**src/sss_map.svh**
```systemverilog
// Register map, field positions, reset values and word sizes of the
// synchronous serial slave port. Definitions only; included by bare name.
`ifndef SSS_MAP_SVH
`define SSS_MAP_SVH

// Register indices on the 3-bit register port
`define SSS_OFF_RX_STATUS   3'h0
`define SSS_OFF_TX_HOLD     3'h1
`define SSS_OFF_TX_STATUS   3'h2
`define SSS_OFF_BAUD_POL    3'h3
`define SSS_OFF_DIV_HIGH    3'h4
`define SSS_OFF_DIV_LOW     3'h5
`define SSS_OFF_RX_BUF      3'h6
`define SSS_OFF_WAKE_EN     3'h7

// receive_status_control bits
`define SSS_RS_PORT_EN      7
`define SSS_RS_RX9          6
`define SSS_RS_SINGLE_RECEIVE_ENABLE         5
`define SSS_RS_CONTINUOUS_RECEIVE_ENABLE         4
`define SSS_RS_ADDEN        3
`define SSS_RS_OVERRUN_ERROR_FLAG         1
`define SSS_RS_RX9D         0

// transmit_status_control bits
`define SSS_TS_CLOCK_SOURCE_SELECT         7
`define SSS_TS_TX9          6
`define SSS_TS_TRANSMIT_ENABLE         5
`define SSS_TS_SYNC         4
`define SSS_TS_SENDB        3
`define SSS_TS_BRGH         2
`define SSS_TS_SHIFT_REGISTER_EMPTY_STATUS         1
`define SSS_TS_TRANSMIT_NINTH_BIT         0

// baud_and_polarity_control bits
`define SSS_BP_DATA_POLARITY_INVERT        5
`define SSS_BP_CLOCK_POLARITY_INVERT        4

// wake enable bits
`define SSS_WE_TX           0
`define SSS_WE_RX           1

// Reset values and word sizes
`define SSS_RST_BYTE        8'h00
`define SSS_LAST_BIT8       4'h7
`define SSS_LAST_BIT9       4'h8

`endif

```
**src/sss_pkg.sv**
```systemverilog
// Types of the synchronous serial slave port.
// Assumes sss_map.svh supplies the numeric constants.
package sss_pkg;

	// Whole state of the port, registered as one word
	typedef struct packed {
		logic       ck_s1;
		logic       ck_s2;
		logic       ck_s3;
		logic       dt_s1;
		logic       dt_s2;
		logic       port_en;
		logic       rx9;
		logic       single_receive_enable;
		logic       continuous_receive_enable;
		logic       adden;
		logic       clock_source_select;
		logic       tx9;
		logic       transmit_enable;
		logic       sync;
		logic       sendb;
		logic       brgh;
		logic       transmit_ninth_bit;
		logic [7:0] baud_pol;
		logic [7:0] div_high;
		logic [7:0] div_low;
		logic [1:0] wake_en;
		logic [7:0] hold;
		logic       hold9;
		logic       txif;
		logic [8:0] transmit_shift_register;
		logic       tsr_busy;
		logic       shift_register_empty_status;
		logic [3:0] tx_cnt;
		logic [8:0] receive_shift_register;
		logic [3:0] rx_cnt;
		logic [7:0] rcreg;
		logic       rx9d;
		logic       rcif;
		logic       overrun_error_flag;
		logic [7:0] rdata;
		logic       wake;
		logic       dt_out;
		logic       dt_oe_b;
	} sss_state_t;

endpackage

```
**src/sss_slave_port.sv**
```systemverilog
// Synchronous slave serial port: holding/shift registers for both
// directions, clock and data taken from an external master.
// Assumes a register master on core_clk_in and pins from outside,
// synchronised here before use.
//
// Contract
// - Slave operation when port, sync mode on and clock source select clear.
// - Shift clock comes only from the external master, never driven here.
// - Words keep shifting during low-power modes, clocked from the pin.
// - First written word moves to shifter at once; second waits in holding.
// - Buffer-free flag stays clear while a word waits in holding.
// - After shift-out, held word moves to shifter and buffer-free flag sets in the same cycle.
// - Buffer-free flag with the transmit wake enable bit raises the wake request.
// - Clock and data pin signals are inverted by their polarity bits.
// - With transmit enabled, writing the holding register starts sending.
// - Single-receive enable is ignored; only continuous receive matters.
// - Continuous receive works during low-power modes.
// - A complete word moves from receive shifter into receive buffer.
// - Completed reception with the receive wake enable bit raises the wake request.
// - Receive-ready flag sets when a reception completes.
// - Receive buffer presents the eight received data bits.
// - Clearing continuous receive clears a pending receive error.
// - Receive data is sampled on the falling shift clock edge.
// - Reception continues word after word until continuous receive clears or an overrun sets.
`timescale 1ns/1ps
`default_nettype none
`include "sss_map.svh"

module sss_slave_port
(
	input  wire logic       core_clk_in,
	input  wire logic       rst_b_in,
	input  wire logic [2:0] reg_addr_in,
	input  wire logic [7:0] reg_wdata_in,
	input  wire logic       reg_wr_in,
	input  wire logic       reg_rd_in,
	output var  logic [7:0] reg_rdata_out,
	input  wire logic       serial_clock_pin_in,
	input  wire logic       serial_data_pin_in,
	output var  logic       serial_data_pin_out,
	output var  logic       serial_data_pin_oe_b_out,
	output var  logic       tx_buffer_free_out,
	output var  logic       rx_ready_out,
	output var  logic       shift_empty_out,
	output var  logic       wake_out
);

	////////////////////////////////////////////////////////////////////////
	// State

	sss_pkg::sss_state_t s_q;
	sss_pkg::sss_state_t s_d;

	logic       slave_on;
	logic       ck_now;
	logic       ck_prev;
	logic       fall;
	logic       din;
	logic       rx_on;
	logic [3:0] tx_last;
	logic [3:0] rx_last;
	logic       rx_done;
	logic       rd_buf;
	logic       wr_txh;
	logic       continuous_receive_enable_off;

	////////////////////////////////////////////////////////////////////////
	// Decoded conditions

	// Slave mode only; master and asynchronous modes are not built here
	assign slave_on = s_q.port_en & s_q.sync & ~s_q.clock_source_select;
	// Clock is only sampled, this port has no clock output at all
	assign ck_now   = s_q.ck_s2 ^ s_q.baud_pol[`SSS_BP_CLOCK_POLARITY_INVERT];
	assign ck_prev  = s_q.ck_s3 ^ s_q.baud_pol[`SSS_BP_CLOCK_POLARITY_INVERT];
	// Edges come from the pin, so shifting needs no internal baud timer
	assign fall     = ck_prev & ~ck_now & slave_on;
	assign din      = s_q.dt_s2 ^ s_q.baud_pol[`SSS_BP_DATA_POLARITY_INVERT];
	// Pin is shared, so receive stands aside while transmit owns it
	assign rx_on    = slave_on & s_q.continuous_receive_enable & ~s_q.transmit_enable & ~s_q.overrun_error_flag;
	assign tx_last  = s_q.tx9 ? `SSS_LAST_BIT9 : `SSS_LAST_BIT8;
	assign rx_last  = s_q.rx9 ? `SSS_LAST_BIT9 : `SSS_LAST_BIT8;
	assign rx_done  = rx_on & fall & (s_q.rx_cnt == rx_last);
	assign rd_buf   = reg_rd_in & (reg_addr_in == `SSS_OFF_RX_BUF);
	assign wr_txh   = reg_wr_in & (reg_addr_in == `SSS_OFF_TX_HOLD);
	assign continuous_receive_enable_off = reg_wr_in & (reg_addr_in == `SSS_OFF_RX_STATUS)
		& ~reg_wdata_in[`SSS_RS_CONTINUOUS_RECEIVE_ENABLE];

	////////////////////////////////////////////////////////////////////////
	// Next state

	always_comb
	begin
		s_d = s_q;

		// Two flip-flops on every pin before any logic reads it
		s_d.ck_s1 = serial_clock_pin_in;
		s_d.ck_s2 = s_q.ck_s1;
		s_d.ck_s3 = s_q.ck_s2;
		s_d.dt_s1 = serial_data_pin_in;
		s_d.dt_s2 = s_q.dt_s1;

		// Register writes
		if (reg_wr_in)
		begin
			unique case (reg_addr_in)
				`SSS_OFF_RX_STATUS:
				begin
					s_d.port_en = reg_wdata_in[`SSS_RS_PORT_EN];
					s_d.rx9     = reg_wdata_in[`SSS_RS_RX9];
					s_d.single_receive_enable    = reg_wdata_in[`SSS_RS_SINGLE_RECEIVE_ENABLE];
					s_d.continuous_receive_enable    = reg_wdata_in[`SSS_RS_CONTINUOUS_RECEIVE_ENABLE];
					s_d.adden   = reg_wdata_in[`SSS_RS_ADDEN];
				end
				`SSS_OFF_TX_HOLD:
				begin
					// Overwrites a waiting word; software checks the flag first
					s_d.hold  = reg_wdata_in;
					s_d.hold9 = s_q.transmit_ninth_bit;
				end
				`SSS_OFF_TX_STATUS:
				begin
					s_d.clock_source_select  = reg_wdata_in[`SSS_TS_CLOCK_SOURCE_SELECT];
					s_d.tx9   = reg_wdata_in[`SSS_TS_TX9];
					s_d.transmit_enable  = reg_wdata_in[`SSS_TS_TRANSMIT_ENABLE];
					s_d.sync  = reg_wdata_in[`SSS_TS_SYNC];
					s_d.sendb = reg_wdata_in[`SSS_TS_SENDB];
					s_d.brgh  = reg_wdata_in[`SSS_TS_BRGH];
					s_d.transmit_ninth_bit  = reg_wdata_in[`SSS_TS_TRANSMIT_NINTH_BIT];
				end
				`SSS_OFF_BAUD_POL: s_d.baud_pol = reg_wdata_in;
				`SSS_OFF_DIV_HIGH: s_d.div_high = reg_wdata_in;
				`SSS_OFF_DIV_LOW:  s_d.div_low  = reg_wdata_in;
				`SSS_OFF_WAKE_EN:  s_d.wake_en  = reg_wdata_in[1:0];
				default:           s_d.wake_en  = s_q.wake_en;
			endcase
		end

		// A written word occupies the holding register until moved
		if (wr_txh)
			s_d.txif = 1'b0;

		// Transmit shifter: one bit per falling edge, LSB first
		if (s_q.tsr_busy && fall)
		begin
			if (s_q.tx_cnt == tx_last)
				s_d.tsr_busy = 1'b0;
			else
				s_d.tx_cnt = s_q.tx_cnt + 4'h1;
		end

		// Held word moves as soon as the shifter is free
		if (slave_on && s_q.transmit_enable && !s_q.txif && !s_q.tsr_busy && !wr_txh)
		begin
			s_d.transmit_shift_register      = {s_q.hold9, s_q.hold};
			s_d.tsr_busy = 1'b1;
			s_d.tx_cnt   = 4'h0;
			s_d.txif     = 1'b1;
		end

		// Disabling transmit or the port abandons the word in flight
		if (!slave_on || !s_q.transmit_enable)
			s_d.tsr_busy = 1'b0;

		// Empty only with nothing in the shifter
		s_d.shift_register_empty_status = ~s_d.tsr_busy;

		// Receive shifter: bit lands at its own position
		if (rx_on && fall)
		begin
			s_d.receive_shift_register[s_q.rx_cnt] = din;
			s_d.rx_cnt = (s_q.rx_cnt == rx_last) ? 4'h0 : s_q.rx_cnt + 4'h1;
		end
		if (!rx_on)
			s_d.rx_cnt = 4'h0;

		// Reading the buffer frees it; a completion in the same cycle refills it
		if (rd_buf)
			s_d.rcif = 1'b0;

		// Completion over an unread buffer is an overrun; the word is dropped
		if (rx_done)
		begin
			if (s_q.rcif && !rd_buf)
				s_d.overrun_error_flag = 1'b1;
			else
			begin
				s_d.rcreg = s_q.rx9 ? s_d.receive_shift_register[7:0] : s_d.receive_shift_register[7:0];
				s_d.rx9d  = s_q.rx9 & s_d.receive_shift_register[8];
				s_d.rcif  = 1'b1;
			end
		end

		// Turning continuous receive off is the only way out of overrun
		if (continuous_receive_enable_off)
			s_d.overrun_error_flag = 1'b0;

		// Wake request follows the flags and their enables
		s_d.wake = (s_d.txif & s_q.wake_en[`SSS_WE_TX])
			| (s_d.rcif & s_q.wake_en[`SSS_WE_RX]);

		// Data pin: driven only while transmit owns it, idle level high before the data polarity bit
		s_d.dt_oe_b = ~(slave_on & s_q.transmit_enable);
		s_d.dt_out  = (s_d.tsr_busy ? s_d.transmit_shift_register[s_d.tx_cnt] : 1'b1)
			^ s_q.baud_pol[`SSS_BP_DATA_POLARITY_INVERT];

		// Read data stands only in the cycle after the strobe
		s_d.rdata = `SSS_RST_BYTE;
		if (reg_rd_in)
		begin
			unique case (reg_addr_in)
				`SSS_OFF_RX_STATUS: s_d.rdata = {s_q.port_en, s_q.rx9, s_q.single_receive_enable,
					s_q.continuous_receive_enable, s_q.adden, 1'b0, s_q.overrun_error_flag, s_q.rx9d};
				`SSS_OFF_TX_HOLD:   s_d.rdata = `SSS_RST_BYTE;
				`SSS_OFF_TX_STATUS: s_d.rdata = {s_q.clock_source_select, s_q.tx9, s_q.transmit_enable,
					s_q.sync, s_q.sendb, s_q.brgh, s_q.shift_register_empty_status, s_q.transmit_ninth_bit};
				`SSS_OFF_BAUD_POL:  s_d.rdata = s_q.baud_pol;
				`SSS_OFF_DIV_HIGH:  s_d.rdata = s_q.div_high;
				`SSS_OFF_DIV_LOW:   s_d.rdata = s_q.div_low;
				`SSS_OFF_RX_BUF:    s_d.rdata = s_q.rcreg;
				`SSS_OFF_WAKE_EN:   s_d.rdata = {6'h00, s_q.wake_en};
				default:            s_d.rdata = `SSS_RST_BYTE;
			endcase
		end
	end

	////////////////////////////////////////////////////////////////////////
	// Registers

	// Reset leaves the port off, flags showing free and empty
	always_ff @(posedge core_clk_in or negedge rst_b_in)
	begin
		if (!rst_b_in)
		begin
			s_q         <= '0;
			s_q.ck_s1   <= 1'b0;
			s_q.txif    <= 1'b1;
			s_q.shift_register_empty_status    <= 1'b1;
			s_q.dt_out  <= 1'b1;
			s_q.dt_oe_b <= 1'b1;
			s_q.wake    <= 1'b0;
		end
		else
			s_q <= s_d;
	end

	////////////////////////////////////////////////////////////////////////
	// Outputs, each straight from a flip-flop

	assign reg_rdata_out            = s_q.rdata;
	assign serial_data_pin_out      = s_q.dt_out;
	assign serial_data_pin_oe_b_out = s_q.dt_oe_b;
	assign tx_buffer_free_out       = s_q.txif;
	assign rx_ready_out             = s_q.rcif;
	assign shift_empty_out          = s_q.shift_register_empty_status;
	assign wake_out                 = s_q.wake;

endmodule

`default_nettype wire

```
**config.mk**
```make
export PLATFORM = sky130hd
export DESIGN_NAME = sss_slave_port
export DESIGN_NICKNAME = d
export VERILOG_FILES = /design/src/sss_pkg.sv /design/src/sss_slave_port.sv
export VERILOG_INCLUDE_DIRS = /design/src
export SDC_FILE = /design/constraint.sdc
export NUM_CORES = 1
export LEC_CHECK = 0
export BUFFER_PORTS_ARGS = -buffer_cell sky130_fd_sc_hd__buf_2
export CAP_MARGIN = 20
export CORE_ASPECT_RATIO = 1.75
export CORE_MARGIN = 4
export CORE_UTILIZATION = 32
export DETAILED_ROUTE_END_ITERATION = 16
export SYNTH_ARGS = -nofsm -noshare
export SYNTH_HDL_FRONTEND = slang
export SYNTH_SLANG_ARGS = --single-unit
```
**constraint.sdc**
```tcl
create_clock -name core_clk_in -period 4.1 [get_ports core_clk_in]
set_clock_uncertainty 0.1 [all_clocks]
set_input_delay 0.205 -clock core_clk_in [delete_from_list [all_inputs] [get_ports core_clk_in]]
set_output_delay 0.205 -clock core_clk_in [all_outputs]
set_load 0.005 [all_outputs]
```
# --- After elaboration in Yosys (flattened, before gate mapping) ---
# Index checks and enable logic that the tools add are counted.
classes:
  n_addsub: 2
  order_cmp: 3
  eq_ne: 10
  mux: 26
  n_bitwise: 30
  reduce_logical: 27
op_table:
  columns: ["operator", "count"]
  rows:
  - ["8-bit case mux with 8 select lines", 1]
  - ["4-bit 2-to-1 mux", 7]
  - ["2-bit AND reduction", 9]
  - ["1-bit AND", 17]
  - ["13-bit 2-to-1 mux", 1]
  - ["3-bit equality test (second input constant)", 4]
  - ["1-bit 2-to-1 mux", 11]
  - ["11-bit 2-to-1 mux", 1]
  - ["4-bit by 5-bit < comparator with 1-bit output (second input constant)", 2]
  - ["9-bit bitwise mux", 1]
  - ["4-bit by 1-bit adder with 4-bit output (second input constant)", 2]
  - ["4-bit equality test", 2]
  - ["1-bit logical AND", 8]
  - ["8-bit 2-to-1 mux", 1]
  - ["1-bit inverter", 8]
  - ["3-bit by 2-bit equality test with 1-bit output (second input constant)", 2]
  - ["1-bit zero test", 6]
  - ["1-bit binary-select mux with 4-bit select", 1]
  - ["1-bit demux with 4-bit select", 1]
  - ["4-bit by 1-bit >= comparator with 1-bit output (second input constant)", 1]
  - ["2-bit nonzero test", 2]
  - ["1-bit XOR", 4]
  - ["3-bit by 1-bit equality test with 1-bit output (second input constant)", 1]
  - ["3-bit zero test", 1]
  - ["4 further kinds", 4]
totals:
  reg_bits: 103
  input_bits: 17
  output_inout_bits: 14
  wordCells: 136

# --- Longest topological paths before layout ---
depth:
  ltp_word: 11
  ltp_mapped: 9

# --- Worst setup path before layout ---
# Ideal clock, no wire load.
synth_timing:
  kind: "reg2reg"
  start: "register s_q[92] (netlist name)"
  end: "register s_q, in the netlist serial_data_pin_out"
  setup_ns: 0.088
  arrival_ns: 2.499
  setup_slack_ns: 1.414
  stages_incl_launch_ff: 8
  path_buffers: 0
  synth_period_minus_slack_ns: 2.686
  path_cell_list: "dfrtp_1 nand4b_1 nor4_4 mux2_2 mux2_4 a211o_1 a2111oi_2 nor3b_1"
synth_lines:
  columns: ["element", "line_no", "source"]
  rows:
  - ["start: declaration", "sss_slave_port.sv:51", "sss_pkg::sss_state_t s_q;"]

==> flow_metrics.tcl <==
set metrics [dict create \
    cp-end-kind "flip-flop" \
    worst_pin_slew_ns 0.934 \
    drv_cap 0 \
    ys_top_cells_by_area "dfrtp_1 (52%), mux2_2 (18%), nand2_1 (2.4%), dfstp_2 (2.2%), o21ai_0 (2.2%)" \
    clockBufferDepth 2 \
    ios 31 \
    hpwl_mm 8.15 \
    num_vias 3062 \
    slew_viol_final 0 \
    yosysUniqueCellTypes 58 \
    regToRegSetupSlack_ns 1.29 \
    synth_ff_type "dfrtp_1" \
    synth_edf_count 0 \
    max_stage_delay_ns 0.41 \
    final.fill_count 1388 \
    setup_tns_ns 0 \
    path_buf_inv 1 \
    cp_slowest_cell "dfrtp_1" \
    initial_core_util 0.328 \
    drt-initial-drc-count 137 \
    final_common_cell "dfrtp_1" \
    peakVddDrop_mv 0.191 \
    r2r_start "s_q[92]" \
    hold_depth 3 \
    final_antenna_net_count 0 \
    fin_nets 438 \
    period_minus_slack_ns 2.81 \
    yosysSeqAreaShare 0.546 \
    finalSetupViolCount 0 \
    power_leakage_nw 2.43 \
    syn_nets 411 \
    gp_congestion 0.806 \
    yosysWarnings 0 \
    async_flop_share 1.00 \
    design_area_um2 5360 \
    min_from "reg_wdata_in[1]" \
    grtUsageTotal 0.133 \
    grt_pass1_vias 3177 \
    drive_above_1_share 0.328 \
    power.density_nw_per_um2 488 \
    overflow 0 \
    cts-htree-levels 3 \
    grt_max_degree 76 \
    drt_wl_total_mm 10.7 \
    rsz0062_at_grt "false" \
    whs_ns 0.0432 \
    cts_resized 0 \
    hp-class "in -> reg" \
    drc 0 \
    area_delta_synth_final_pct 13.2 \
    outcome "complete, no violations" \
    hold_end "s_q[71]" \
    cp-start-kind "flip-flop" \
    cts_num_sinks 103 \
    wl_per_cell_um 17.9 \
    viasPerCell 5.09 \
    postLayoutCoreUtil 0.371 \
    cts_tree "built" \
    rr_worst_depth 8 \
    die_y_um 169 \
    core_um2 14400 \
    synth_top_area_share 0.523 \
    first_pass_iters 4 \
    netlist_area_um2 4730 \
    layout_common_cells "dfrtp_1 (99), mux2_2 (74), nand2_1 (30)" \
    cp-startpoint "s_q[92]" \
    row_count 58 \
    root_buffer "clkbuf_16" \
    clkLatencyLatePin_ns 0.35 \
    antenna_found_initial 0 \
    arrival_ns 2.98 \
    synth_cells 389 \
    total_power_mw 2.62 \
    diodes 0 \
    grt_pass1_wl_mm 17.3 \
    cts_buffers 9 \
    multi_input_area_um2 1980 \
    final_min_period_over_clock_period 0.685 \
    yosysTopAreaCell "dfrtp_1" \
    cp_max_fo 16 \
    path_class "reg -> reg" \
    clk_pin_slew_ns 0.07 \
    hold_viol_final 0 \
    crit_family "compound AO/OA/AOI/OAI gates" \
    syn_area_per_cell_um2 12.2 \
    io_buffers 30 \
    ys_ff_latch 103 \
    rr_endpoint "serial_data_pin_out" \
    cp.required_ns 4.27 \
    slew_headroom 0.378 \
    crit_chain "nand4b_1 > nor4_4 > buf_4 > mux2_2 > mux2_4 > a211o_1 > a2111oi_2 > nor3b_1" \
    dpl_cell_area_um2 5020 \
    ff_latch_area_um2 2580 \
    dieArea_um2 16900 \
    die_width_um 99.9 \
    max_freq_mhz 356 \
]
worst max path at each step:
| stage | to | slack [ns] | depth (start not counted) |
|---|---|---|---|
| CTS | serial_data_pin_out | 1.27 | 8 |
| detailed placement | serial_data_pin_out | 1.03 | 9 |
| global route | serial_data_pin_out | 1.10 | 8 |
| global placement | serial_data_pin_out | 1.12 | 9 |
| floorplan | serial_data_pin_out | 1.41 | 7 |
| finish | serial_data_pin_out | 1.29 | 8 |
cells in the mapped netlist, drive strengths merged (6+ instances only):
library cell / count
o21ai: 22
a211oi: 7
inv: 16
nor2: 22
mux2i: 7
a21oi: 6
clkbuf: 7
mux2: 76
dfrtp: 99
nand3: 14
nand2: 30
buf: 12
sequential cells by signal, summed over array words and instances, names as in the netlist:
signal,cells
s_q,86
reg_rdata_out,8
s_d,3
rx_ready_out,1
serial_data_pin_oe_b_out,1
serial_data_pin_out,1
shift_empty_out,1
tx_buffer_free_out,1
wake_out,1
what timing repair did:
item / in CTS / in global routing
buffers inserted: 0 / 0
hold buffers: 3 / 0
hold endpoints to repair: 73 / 0
routing by layer:
| layer | wire length, um | track usage |
|---|---|---|
| met1 | 4150 | 0.149 |
| met2 | 5870 | 0.242 |
| met3 | 350 | 0.0227 |
| met4 | 383 | 0.0624 |
| met5 | 0 | 0 |
layout make-up:
class | instances | area share
Inverter | 16 | 0.0112
Tap cell | 180 | 0.0420
Clock inverter | 7 | 0.0163
Clock buffer | 9 | 0.0420
Sequential cell | 103 | 0.482
Timing Repair Buffer | 35 | 0.0369
Multi-Input combinational cell | 251 | 0.370
logic make-up (layout without fill, tap and decap cells):
kind of cell               after synthesis  in the layout  synth area share
DFF                                    103            103             0.546
and+or+nand+nor                        101            101             0.117
AOI/OAI and AO/OA                       60             60            0.0888
adders and majority gates                5              5            0.0132
muxes                                   83             83             0.196
xor gates and xnor gates                 2              2           0.00370
buffers and inverters                   35             67            0.0357
metrics by stage:
| step | instances | setup WS, ns |
|---|---|---|
| after global placement | 582 | 1.12 |
| after global routing | 601 | 1.10 |
| final | 601 | 1.29 |
| after CTS | 601 | 1.27 |
| after detailed placement | 582 | 1.03 |
| after floorplan | 389 | 1.41 |
worst min-delay path, cell delays in order:
cell	delay [ns]
buf_2	0.13
nand2_1	0.05
o21ai_0	0.06
power by group:
| group | leakage (nW) | total, mW | switching, mW | internal [mW] |
|---|---|---|---|---|
| Clock | 0.154 | 0.888 | 0.399 | 0.489 |
| Sequential | 1.31 | 1.31 | 0.116 | 1.20 |
| Combinational | 0.972 | 0.416 | 0.200 | 0.216 |
| Total | 2.43 | 2.62 | 0.714 | 1.90 |
No activity file was read; power rests on OpenSTA's default activity.
